### config.mk
export PLATFORM = sky130hd
export DESIGN_NAME = auto_ack_receive_options
export DESIGN_NICKNAME = d
export VERILOG_FILES = /design/src/shared/aack_pkg.sv /design/src/logic/auto_ack_receive_options.sv
export SDC_FILE = /design/constraint.sdc
export NUM_CORES = 1
export LEC_CHECK = 0
export BUFFER_PORTS_ARGS = -buffer_cell sky130_fd_sc_hd__clkbuf_2
export CORE_MARGIN = 4
export CORE_UTILIZATION = 53
export CTS_BUF_LIST = sky130_fd_sc_hd__clkbuf_8
export CTS_CLUSTER_SIZE = 20
export DETAILED_ROUTE_END_ITERATION = 8
export PLACE_DENSITY = 0.78
export SYNTH_ARGS = -nofsm -noshare
export SYNTH_HDL_FRONTEND = slang
export SYNTH_SLANG_ARGS = --single-unit
export TNS_END_PERCENT = 50
### constraint.sdc
create_clock -name sys_clk -period 2.2 [get_ports sys_clk]
set_input_delay 0 -clock sys_clk [delete_from_list [all_inputs] [get_ports sys_clk]]
set_output_delay 0 -clock sys_clk [all_outputs]
set_load 0.005 [all_outputs]
### src/shared/aack_pkg.sv
// package: register map, fields, timing and types for the auto-ack receive options block
package aack_pkg;
  // ---------------------------------------------------------------
  // clock and timing
  // ---------------------------------------------------------------
  localparam int CLK_NS = 50;
  localparam int SYMBOL_NS = 16000;
  localparam int SYMBOL_CYC = SYMBOL_NS / CLK_NS;
  localparam int ACK_STD_SYMBOLS = 12;
  localparam int ACK_SHORT_NS = 32000;
  localparam int ACK_READY_SYMBOLS = 3;
  localparam int TRIG_TO_TX_NS = 16000;
  localparam int ACK_STD_CYC = ACK_STD_SYMBOLS * SYMBOL_CYC;
  localparam int ACK_SHORT_CYC = ACK_SHORT_NS / CLK_NS;
  localparam int ACK_READY_CYC = ACK_READY_SYMBOLS * SYMBOL_CYC;
  localparam int TRIG_TO_TX_CYC = (TRIG_TO_TX_NS + CLK_NS - 1) / CLK_NS;
  localparam int CNT_W = 13;

  // ---------------------------------------------------------------
  // register map (register port addresses)
  // ---------------------------------------------------------------
  localparam logic [5:0] ADDR_SIGNAL_STRENGTH = 6'h06;
  localparam logic [5:0] ADDR_EXT_ACK_CTRL = 6'h17;
  localparam logic [5:0] ADDR_EXT_RETRY_CTRL = 6'h2c;
  localparam logic [5:0] ADDR_ACK_SEED = 6'h2e;
  localparam logic [5:0] ADDR_TRANSCEIVER_STATE_REG = 6'h02;

  localparam int BIT_PROMISCUOUS = 1;
  localparam int BIT_SHORT_ACK = 2;
  localparam int BIT_RES_ACCEPT = 4;
  localparam int BIT_RES_FILTER = 5;
  localparam int BIT_ACK_SUPPRESS = 4;
  localparam int BIT_SLOTTED = 0;
  localparam int BIT_CRC_VALID = 7;
  localparam int TRAC_LSB = 5;

  localparam logic [7:0] EXT_ACK_RESET = 8'h00;
  localparam logic [7:0] RETRY_RESET = 8'h00;
  localparam logic [7:0] SEED_RESET = 8'h00;

  // transaction result codes
  localparam logic [2:0] TRAC_SUCCESS = 3'h0;
  localparam logic [2:0] TRAC_AWAIT_TRIG = 3'h2;
  localparam logic [2:0] TRAC_INVALID = 3'h7;

  // ---------------------------------------------------------------
  // types
  // ---------------------------------------------------------------
  typedef struct packed {
    logic is_reserved;
    logic is_data_cmd;
    logic addr_match;
    logic second_ok;
    logic ack_request;
    logic crc_ok;
  } frame_info_t;

  typedef struct packed {
    logic rx_start;
    logic frame_done;
    logic addr_hit;
  } events_t;

  typedef enum logic [3:0] {
    ST_IDLE = 4'b0001,
    ST_DELAY = 4'b0010,
    ST_WAIT_TRIG = 4'b0100,
    ST_TRIG_DLY = 4'b1000
  } ack_state_t;
endpackage

### src/logic/auto_ack_receive_options.sv
// auto-ack receive mode: filtering options, ack timing and slotted ack
//
// Contract
// - promiscuous bit applies relaxed filtering to non-reserved frames only
// - ack suppress bit blocks every ack
// - sniffer: rx start and frame done each
// - crc valid bit updated after each frame
// - reserved accept off discards reserved frames
// - reserved filter bit selects filtered or bypass
// - bypass: done if uncorrupted, no hit, no ack
// - filtered: hit on match, done if match+good
// - filtered reserved ack needs request and done
// - short bit zero: ack after 12 symbols
// - short bit one: ack after 32 us
// - slotted bit lets host time the ack
// - slotted ack waits for trigger rising edge
// - waiting shows awaiting-trigger transaction code
// - slotted ack ready three symbols after frame
// - ack starts 16 us after trigger edge
// - every reception that passes its filter raises frame done
`timescale 1ns/1ps
module auto_ack_receive_options
  import aack_pkg::*;
(
  // clock and reset
  input wire logic sys_clk,
  input wire logic reset_n,
  // register port
  input wire logic reg_write,
  input wire logic [5:0] reg_addr,
  input wire logic [7:0] reg_wdata,
  output logic [7:0] reg_rdata,
  // receiver frame path
  input wire logic frame_start,
  input wire logic frame_end,
  input wire frame_info_t frame_info,
  // host trigger pin
  input wire logic sleep_tx_trigger,
  // results
  output events_t events,
  output logic ack_tx_start
);

  // ---------------------------------------------------------------
  // registers
  // ---------------------------------------------------------------
  logic [7:0] extended_ack_control, next_extended_ack_control;
  logic [7:0] extended_retry_control, next_extended_retry_control;
  logic [7:0] ack_seed_control, next_ack_seed_control;
  logic crc_valid, next_crc_valid;
  logic [2:0] transaction_result, next_transaction_result;

  logic promiscuous_enable;
  logic short_ack_delay;
  logic reserved_type_accept;
  logic reserved_type_filter;
  logic ack_suppress;
  logic slotted;

  assign promiscuous_enable = extended_ack_control[BIT_PROMISCUOUS];
  assign short_ack_delay = extended_ack_control[BIT_SHORT_ACK];
  assign reserved_type_accept = extended_ack_control[BIT_RES_ACCEPT];
  assign reserved_type_filter = extended_ack_control[BIT_RES_FILTER];
  assign ack_suppress = ack_seed_control[BIT_ACK_SUPPRESS];
  assign slotted = extended_retry_control[BIT_SLOTTED];

  // ---------------------------------------------------------------
  // frame decision
  // ---------------------------------------------------------------
  logic done_ok, hit_ok, ack_ok;

  always_comb begin
    done_ok = 1'b0;
    hit_ok = 1'b0;
    ack_ok = 1'b0;
    if (frame_info.is_reserved) begin
      if (!reserved_type_accept) begin
        done_ok = 1'b0;
      end else if (!reserved_type_filter) begin
        done_ok = frame_info.crc_ok;
      end else begin
        hit_ok = frame_info.addr_match;
        done_ok = frame_info.addr_match && frame_info.crc_ok;
        ack_ok = done_ok && frame_info.ack_request;
      end
    end else if (promiscuous_enable) begin
      // promiscuous reports every frame with second_ok set, bad crc too; host filters later
      hit_ok = frame_info.addr_match;
      done_ok = frame_info.second_ok;
      ack_ok = frame_info.second_ok && frame_info.addr_match && frame_info.crc_ok
               && frame_info.ack_request;
    end else begin
      hit_ok = frame_info.addr_match;
      done_ok = frame_info.addr_match && frame_info.crc_ok;
      ack_ok = done_ok && frame_info.ack_request && frame_info.is_data_cmd;
    end
    if (ack_suppress) begin
      ack_ok = 1'b0;
    end
  end

  // ---------------------------------------------------------------
  // register port and status
  // ---------------------------------------------------------------
  always_comb begin
    next_extended_ack_control = extended_ack_control;
    next_extended_retry_control = extended_retry_control;
    next_ack_seed_control = ack_seed_control;
    next_crc_valid = crc_valid;
    if (reg_write && reg_addr == ADDR_EXT_ACK_CTRL) begin
      next_extended_ack_control = reg_wdata;
    end
    if (reg_write && reg_addr == ADDR_EXT_RETRY_CTRL) begin
      next_extended_retry_control = reg_wdata;
    end
    if (reg_write && reg_addr == ADDR_ACK_SEED) begin
      next_ack_seed_control = reg_wdata;
    end
    if (frame_end) begin
      next_crc_valid = frame_info.crc_ok;
    end
  end

  always_comb begin
    case (reg_addr)
      ADDR_SIGNAL_STRENGTH: reg_rdata = 8'(crc_valid) << BIT_CRC_VALID;
      ADDR_EXT_ACK_CTRL: reg_rdata = extended_ack_control;
      ADDR_EXT_RETRY_CTRL: reg_rdata = extended_retry_control;
      ADDR_ACK_SEED: reg_rdata = ack_seed_control;
      ADDR_TRANSCEIVER_STATE_REG: reg_rdata = 8'(transaction_result) << TRAC_LSB;
      default: reg_rdata = 8'h00;
    endcase
  end

  always_ff @(posedge sys_clk or negedge reset_n) begin
    if (!reset_n) begin
      extended_ack_control <= EXT_ACK_RESET;
      extended_retry_control <= RETRY_RESET;
      ack_seed_control <= SEED_RESET;
      crc_valid <= 1'b0;
    end else begin
      extended_ack_control <= next_extended_ack_control;
      extended_retry_control <= next_extended_retry_control;
      ack_seed_control <= next_ack_seed_control;
      crc_valid <= next_crc_valid;
    end
  end

  // ---------------------------------------------------------------
  // events
  // ---------------------------------------------------------------
  events_t next_events;

  always_comb begin
    next_events.rx_start = frame_start;
    next_events.frame_done = frame_end && done_ok;
    next_events.addr_hit = frame_end && hit_ok;
  end

  always_ff @(posedge sys_clk or negedge reset_n) begin
    if (!reset_n) begin
      events <= '0;
    end else begin
      events <= next_events;
    end
  end

  // ---------------------------------------------------------------
  // ack timing
  // ---------------------------------------------------------------
  ack_state_t state, next_state;
  logic [CNT_W-1:0] count, next_count;
  logic trig_prev, next_ack_tx_start;
  logic trig_rise;
  // age of a pending ack; the short and trigger delays are checked against it, not by long sequences
  logic [CNT_W-1:0] ack_age, next_ack_age;
  logic short_armed, next_short_armed, trig_armed, next_trig_armed;

  assign trig_rise = sleep_tx_trigger && !trig_prev;

  always_comb begin
    next_state = state;
    next_count = count;
    next_ack_tx_start = 1'b0;
    next_transaction_result = transaction_result;
    next_ack_age = ack_age + 1'b1;
    next_short_armed = short_armed && !ack_tx_start;
    next_trig_armed = trig_armed && !ack_tx_start;
    case (state)
      ST_IDLE: begin
        if (frame_end && ack_ok) begin
          next_state = ST_DELAY;
          next_transaction_result = TRAC_INVALID;
          next_ack_age = CNT_W'(1);
          if (slotted) begin
            next_count = CNT_W'(ACK_READY_CYC - 1);
          end else if (short_ack_delay) begin
            next_count = CNT_W'(ACK_SHORT_CYC - 1);
            next_short_armed = 1'b1;
          end else begin
            next_count = CNT_W'(ACK_STD_CYC - 1);
          end
        end
      end
      ST_DELAY: begin
        if (count != '0) begin
          next_count = count - 1'b1;
        end else if (slotted) begin
          next_state = ST_WAIT_TRIG;
          next_transaction_result = TRAC_AWAIT_TRIG;
        end else begin
          next_state = ST_IDLE;
          next_ack_tx_start = 1'b1;
          next_transaction_result = TRAC_SUCCESS;
        end
      end
      ST_WAIT_TRIG: begin
        // edge only counts once ack is ready; host must respect spacing
        if (trig_rise) begin
          next_state = ST_TRIG_DLY;
          next_count = CNT_W'(TRIG_TO_TX_CYC - 1);
          next_ack_age = CNT_W'(1);
          next_trig_armed = 1'b1;
        end
      end
      ST_TRIG_DLY: begin
        if (count != '0) begin
          next_count = count - 1'b1;
        end else begin
          next_state = ST_IDLE;
          next_ack_tx_start = 1'b1;
          next_transaction_result = TRAC_SUCCESS;
        end
      end
      default: begin
        next_state = ST_IDLE;
        next_count = '0;
      end
    endcase
  end

  always_ff @(posedge sys_clk or negedge reset_n) begin
    if (!reset_n) begin
      state <= ST_IDLE;
      count <= '0;
      trig_prev <= 1'b0;
      ack_tx_start <= 1'b0;
      transaction_result <= TRAC_SUCCESS;
      ack_age <= '0;
      short_armed <= 1'b0;
      trig_armed <= 1'b0;
    end else begin
      state <= next_state;
      count <= next_count;
      trig_prev <= sleep_tx_trigger;
      ack_tx_start <= next_ack_tx_start;
      transaction_result <= next_transaction_result;
      ack_age <= next_ack_age;
      short_armed <= next_short_armed;
      trig_armed <= next_trig_armed;
    end
  end

  // ---------------------------------------------------------------
  // assertions
  // ---------------------------------------------------------------
  property p_suppress;
    @(posedge sys_clk) disable iff (!reset_n)
      (ack_suppress && state == ST_IDLE) |=> !(state == ST_DELAY);
  endproperty
  a_suppress: assert property (p_suppress) else $error("ack while suppressed");

  property p_rx_start;
    @(posedge sys_clk) disable iff (!reset_n) frame_start |=> events.rx_start;
  endproperty
  a_rx_start: assert property (p_rx_start) else $error("rx start missing");

  property p_crc;
    @(posedge sys_clk) disable iff (!reset_n)
      frame_end |=> crc_valid == $past(frame_info.crc_ok);
  endproperty
  a_crc: assert property (p_crc) else $error("crc bit stale");

  property p_res_drop;
    @(posedge sys_clk) disable iff (!reset_n)
      (frame_end && frame_info.is_reserved && !reserved_type_accept)
      |=> !events.frame_done && !events.addr_hit;
  endproperty
  a_res_drop: assert property (p_res_drop) else $error("reserved frame kept");

  property p_bypass;
    @(posedge sys_clk) disable iff (!reset_n)
      (frame_end && frame_info.is_reserved && reserved_type_accept && !reserved_type_filter)
      |=> !events.addr_hit && events.frame_done == $past(frame_info.crc_ok);
  endproperty
  a_bypass: assert property (p_bypass) else $error("bypass handling wrong");

  property p_filtered;
    @(posedge sys_clk) disable iff (!reset_n)
      (frame_end && frame_info.is_reserved && reserved_type_accept && reserved_type_filter)
      |=> events.frame_done == $past(frame_info.addr_match && frame_info.crc_ok);
  endproperty
  a_filtered: assert property (p_filtered) else $error("filtered handling wrong");

  property p_std_delay;
    @(posedge sys_clk) disable iff (!reset_n)
      (state == ST_IDLE && frame_end && ack_ok && !slotted && !short_ack_delay)
      |=> (!ack_tx_start) [*8] ##1 (state == ST_DELAY);
  endproperty
  a_std_delay: assert property (p_std_delay) else $error("std ack too early");

  property p_short_delay;
    @(posedge sys_clk) disable iff (!reset_n)
      short_armed |-> ack_tx_start == (ack_age == CNT_W'(ACK_SHORT_CYC + 1));
  endproperty
  a_short_delay: assert property (p_short_delay) else $error("short ack timing");

  property p_wait_code;
    @(posedge sys_clk) disable iff (!reset_n)
      state == ST_WAIT_TRIG |-> transaction_result == TRAC_AWAIT_TRIG;
  endproperty
  a_wait_code: assert property (p_wait_code) else $error("wait code missing");

  property p_trig;
    @(posedge sys_clk) disable iff (!reset_n)
      trig_armed |-> ack_tx_start == (ack_age == CNT_W'(TRIG_TO_TX_CYC + 1));
  endproperty
  a_trig: assert property (p_trig) else $error("trigger delay wrong");

  c_sniff: cover property (@(posedge sys_clk) promiscuous_enable && events.frame_done);
  c_slot: cover property (@(posedge sys_clk) state == ST_WAIT_TRIG && trig_rise);
  c_ack: cover property (@(posedge sys_clk) ack_tx_start);
endmodule

* Word level (Yosys, flattened, before mapping)
Index checks and enable logic that the tools add are counted.
** Word-level totals
- Register bits after elaboration :: 50
- Latch bits :: 0
- Memory bits (writable) :: 0
- Bits in read-only memories :: 0
- Input port bits :: 26
- Output and inout bits :: 12
- Logic and storage cells :: 81
- Memories :: 0
** Cells by class
- Add/sub/neg operators :: 1
- Multiply operators :: 0
- Divide/modulo/power cells :: 0
- Order comparisons :: 0
- Equality and inequality tests :: 14
- Shift-type cells :: 0
- Muxes and demuxes :: 34
- Bitwise gates (word level) :: 0
- Reduce and logical (&&, ||, !) cells :: 20
** Operators by type and width (number)
- 8-bit one-hot mux with 5 select lines :: 1
- 13-bit two-way mux :: 3
- 13-bit one-hot mux with 3 select lines :: 1
- 12-bit two-way mux :: 2
- 4-bit two-way mux :: 4
- 4-bit one-hot mux with 4 select lines :: 1
- 1-bit two-way mux :: 15
- 1-bit logical AND :: 13
- 13-bit nonzero test :: 1
- 13-bit by 1-bit subtractor with 13-bit output, second input constant :: 1
- 6-bit equality test, second input constant :: 2
- 3-bit two-way mux :: 4
- 3-bit one-hot mux with 3 select lines :: 1
- 2-bit inequality test, second input constant :: 4
- 4-bit AND reduction :: 2
- 6-bit by 2-bit equality test with 1-bit output, second input constant :: 1
- 6-bit by 3-bit equality test with 1-bit output, second input constant :: 1
- 6-bit by 5-bit equality test with 1-bit output, second input constant :: 1
- 4-bit by 1-bit equality test with 1-bit output, second input constant :: 1
- 4-bit by 2-bit equality test with 1-bit output, second input constant :: 1
- 4-bit by 3-bit equality test with 1-bit output, second input constant :: 1
- 4-bit equality test, second input constant :: 1
- 3-bit AND reduction :: 1
- 3-bit nonzero test :: 1
- other kinds (5) :: 5

* Logic depth before layout (Yosys ltp)
- Depth in word-level cells :: 9
- Depth in mapped cells :: 9
- Depth with buffers taken out :: 7

* Worst setup path before layout
No wires, ideal clock.
- Path kind :: register -> register
- Start point :: reg count[0]
- End point :: reg count[8]
- Setup time :: 0.129 ns
- Data arrival time :: 1.921 ns
- Required time :: 2.071 ns
- Setup slack :: 0.150 ns
- Cell stages (with the launch flop) :: 8
- Buffers on the path :: 0
- Clock period less this slack :: 2.050 ns
- Cell sequence :: dfrtp_1 -> inv_1 -> ha_1 -> or3b_2 -> nor3_1 -> a21oi_1 -> o31ai_1 -> o21ai_2
** Between the ends
- Longest elaborated chain between the ends :: 3
- Elaborated cells between the ends (all ways) :: 6
- Classes of those cells :: add/sub (1); eq/ne (1); mux (2); reduce/logical (2)
** Ends and longest elaborated chain
- start: declaration :: line auto_ack_receive_options.sv:172 : logic [CNT_W-1:0] count, next_count;
- start signal: assignment :: line auto_ack_receive_options.sv:254 : count <= next_count;
- 13-bit by 1-bit subtractor with 13-bit output / 13-bit nonzero test (equally long branches)
- 13-bit two-way mux / 2-bit by 1-bit inequality test with 1-bit output (equally long branches)
- 13-bit one-hot mux with 3 select lines / 3-bit AND reduction (equally long branches)
Parallel ways exist; a longest one is shown, timed or not. The select of a mux whose other input is x is not followed.
A chain may end at the register's enable or synchronous reset.

* Final worst setup path
- Start point :: reg extended_ack_control[1]
- End point :: reg count[10]
** Between the ends
- Longest elaborated chain between the ends :: 6
** Ends and longest elaborated chain
- start: declaration :: line auto_ack_receive_options.sv:47 : logic [7:0] extended_ack_control, next_extended_ack_control;
- start signal: assignment :: line auto_ack_receive_options.sv:142 : extended_ack_control <= next_extended_ack_control;
- 1-bit two-way mux :: line auto_ack_receive_options.sv:86 : end else if (promiscuous_enable) begin
- 1-bit two-way mux :: line auto_ack_receive_options.sv:76 : if (frame_info.is_reserved) begin
- 1-bit two-way mux :: line auto_ack_receive_options.sv:97 : if (ack_suppress) begin
- 1-bit logical AND :: line auto_ack_receive_options.sv:191 : if (frame_end && ack_ok) begin
- 2-bit inequality test (no source line)
- 3-bit AND reduction (no source line)
Every way passes these cells.

==> impl_summary.md <==
Worst setup path
The signal on the critical path passes through nand2b_1 -> a2111oi_1 -> o21ai_2 -> buf_4 -> o31ai_1 -> o21ai_2. The critical path crosses 6 cells after its start point. STA classifies the critical path startpoint as a flip-flop. The number of cells on the worst reg-to-reg path is 6.

The critical-path maximum fanout is 10. For the worst setup path, the data arrival time is 2.23 ns. The required time of the critical path is 2.40 ns.

Among all stages on the critical path, the largest delay is contributed by a2111oi_1. The worst setup path is captured at a flip-flop. The largest single stage delay on the critical path is 0.59 ns. The dominant delay contributor by cell family on the critical path is compound AO/OA/AOI/OAI gates. The critical path is of the flip-flop to flip-flop type. The critical path buffer and inverter count is 1. The most numerous cell on the critical path is o21ai_2.

Drt
Wires add up to 6.08 mm. For this block, the initial DRC count from the detailed router was 162. The detailed-router iteration count before antenna repair is 4. The total vias in the final route is 2248. For this run, design rule violations remaining after detail routing come to 0. Once detail routing completed, the nets flagged for antenna violations numbered 0. The ratio of routed vias to standard cells is 5.88. Dividing the detail-routed wire length by the instance count gives 15.9 um.

Power and ir drop
Power spread over the standard cell area amounts to 1010 nW/um2. In this run the static leakage power is 0.00151 uW. The maximum resistive drop on vdd is 0.000556 V.

Floorplanning
Measured along the x axis, the die boundary spans 78.5 um. The top-level I/O count is 38. The core region is 4790 um2. The starting density of the core is 0.551. Measured along the y axis, the die boundary spans 78.5 um. The die covers 6170 um2. The floorplan row count is 25.

Global routing
The first global-routing pass estimated 10.6 mm of wire. Entering global routing, the biggest net connects 33 pins. The overall routing resource usage is 0.216.

The global route total overflow is 0. The initial antenna violation count is 0. The via count of the first global-routing pass came to 2300.

STA
The number of hold violations in the final report came to 0. Counting I/O delays and the setup requirement, the final critical path takes 2.03 ns. At the pin with the least slew margin, the transition time is 0.575 ns. The post-layout worst setup margin is 0.165 ns.

The worst relative slew slack is 0.616. The final-layout worst hold slack is 0.0374 ns. The number of slew-limit violations in the final report came to 0. The setup clock skew after layout is 0.00980 ns. Derived from the worst setup path, the maximum achievable clock frequency is 491 MHz. The share of the clock period used by the worst path after layout is 0.925. The summed negative setup slack over all endpoints is 0 ns. Setup violations remaining at the end of the flow were counted as 0. Setup repair after global routing left no endpoint under its margin.

Logic synthesis
The distinct cell type count after synthesis is 51. In the synthesized netlist the dominant register cell turns out to be dfrtp_1. In the post-synthesis netlist, the biggest area contributors are dfrtp_1, mux2_2, mux2i_1.

Yosys printed 0 warnings. Of the post-synthesis cell area, the dominant cell type holds 0.455. The post-synthesis async set-or-reset flop share is 1.00. The gate count after technology mapping is 254.

The total of flip-flops plus latches after synthesis is 49. Of the synthesized area, sequential elements account for 0.465. The total standard cell area after synthesis is 2640 um2.

The synthesized net count is 282. Each instance of the synthesized netlist takes up on average 10.4 um2. The largest area contributor in the synthesized netlist is dfrtp_1. The number of enable-type register cells in the synthesized netlist is 0.

Placement
The final estimated routing congestion in global placement is 0.904. The HPWL after detailed placement is 4.38 mm. The placed instance area is 2940 um2. The count of input and output buffers is 37.

The pre-CTS setup slack is 0.170 ns.

Worst hold path
In this run the worst hold path is classified as input pin to flip-flop. The worst hold path passes through 3 cells.

Finish
The net count reported at finish is 342. The layout overhead on the synthesized area is 21.5%. Summing all non-filler instances in the final layout gives an area of 3200 um2.

In the final layout, the share of cells above drive strength 1 is 0.324. The diode insertion count for antenna repair is 0. The final cell utilization of the core is 0.670.

Clocking
At the later pin of the worst-skew pair, clock insertion delay measures 0.31 ns. CTS placed an instance of clkbuf_8 at the clock tree root. The number of clock buffers added by TritonCTS is 5.

After clock tree synthesis, the clock-pin slew on the worst setup and hold paths is 0.10 ns. Counting along the longest clock path gives a buffer depth of 2. The number of sinks driven by the clock tree is 49.

The number of setup buffers added after CTS is 0. The TritonCTS clock tree is built. The H-tree depth is 2.

Run status
The run finished with clean final reports.

Flow run
The tool flagged a number of max-cap violations equal to 0.
-- sequential cells by signal, indices dropped and copies added (netlist names) --
| signal | cells |
|---|---|
| count | 13 |
| state | 4 |
| transaction_result | 2 |
| crc_valid | 1 |
| ack_tx_start | 1 |
| trig_prev | 1 |
| ack_seed_control | 8 |
| extended_retry_control | 8 |
| extended_ack_control | 8 |
| events | 3 |
-- logic make-up after synthesis --
group	Yosys count	share of synthesized area
AO/OA/AOI/OAI	68	0.173
XOR/XNOR	1	0.00332
adder cells (fa/ha/maj)	2	0.00949
buffers and inverters	19	0.0384
flip-flops	49	0.465
multiplexers	35	0.145
AND/OR/NAND/NOR	80	0.165
-- area by class of cell --
| type | instances | area, um2 |
|---|---|---|
| Clock inverter | 3 | 43.8 |
| Clock buffer | 5 | 68.8 |
| Sequential cell | 49 | 1230 |
| Inverter | 7 | 26.3 |
| Multi-Input combinational cell | 186 | 1310 |
| Timing Repair Buffer | 65 | 445 |
| Fill cell | 363 | 1580 |
| Tap cell | 67 | 83.8 |
-- path summary, 6_finish.rpt --
kind / from / endpoint / slack [ns]
max in group asynchronous: reset_n / state[0] / 1.43
worst max-delay path: extended_ack_control[1] / count[10] / 0.17
worst max register to register: extended_ack_control[1] / count[10] / 0.17
min in group asynchronous: reset_n / ack_tx_start / 0.17
worst min register to register: count[12] / count[12] / 0.51
worst min-delay path: frame_info[5] / events[1] / 0.04
-- power by group --
group	internal [uW]	switching, uW
clock	341	325
combinational	562	677
sequential	1100	212
-- cells in the mapped netlist (2+ instances only) --
master	number
a21boi_0	2
a21oi_1	17
a31oi_1	6
and3_1	4
buf_2	5
clkbuf_1	5
dfrtp_1	48
ha_1	2
inv_1	7
mux2_2	26
mux2i_1	9
nand2_1	15
nand2b_1	4
nand3_1	3
nand3b_1	2
nand4_1	2
nor2_1	20
nor2b_1	5
nor3_1	8
nor3b_1	3
nor4_1	3
o21ai_0	13
o21ai_2	9
o221ai_1	2
o22a_1	3
o31ai_1	5
or3_1	2
-- through the flow --
stage                     std cells  total power, uW
after floorplan                 254             2240
after global placement          359             2510
after detailed placement        359             2540
after CTS                       382             3230
after global routing            382             3440
final                           382             3220
-- tightest hold or removal path, stage by stage --
cell and delay (ns):
clkbuf_2 0.10, o21ai_0 0.07, and3_1 0.16
-- routing by layer --
layer / track usage / wire length (um) / vias to the layer above
li1: - / - / 1062
met1: 0.265 / 2670 / 1115
met2: 0.373 / 3040 / 60
met3: 0.0390 / 254 / 11
met4: 0.0892 / 111 / 0
met5: 0 / 0 / -
-- cell usage in the layout, fill, tap and decap left out, types with 3 or more instances in the layout --
cell type and count:
nor4_1 3, o31ai_1 5, buf_4 12, nor3_1 8, nand2_1 15, and3_1 4
o21ai_0 13, o21ai_2 9, nand2b_1 4, dlygate4sd3_1 15, a21oi_1 17, clkbuf_8 5
nor3b_1 3, mux2i_1 9, mux2_2 26, dfrtp_1 48, o22a_1 3, nor2b_1 5
nand3_1 3, a31oi_1 6, inv_1 7, nor2_1 20, clkbuf_2 37
-- timing repair --
item                                   in CTS  in global routing
hold buffers                               15                  0
resized for setup                           0                  0
endpoints found under the hold margin      46                  0
Note: power is estimated with default switching activity, not from simulation.
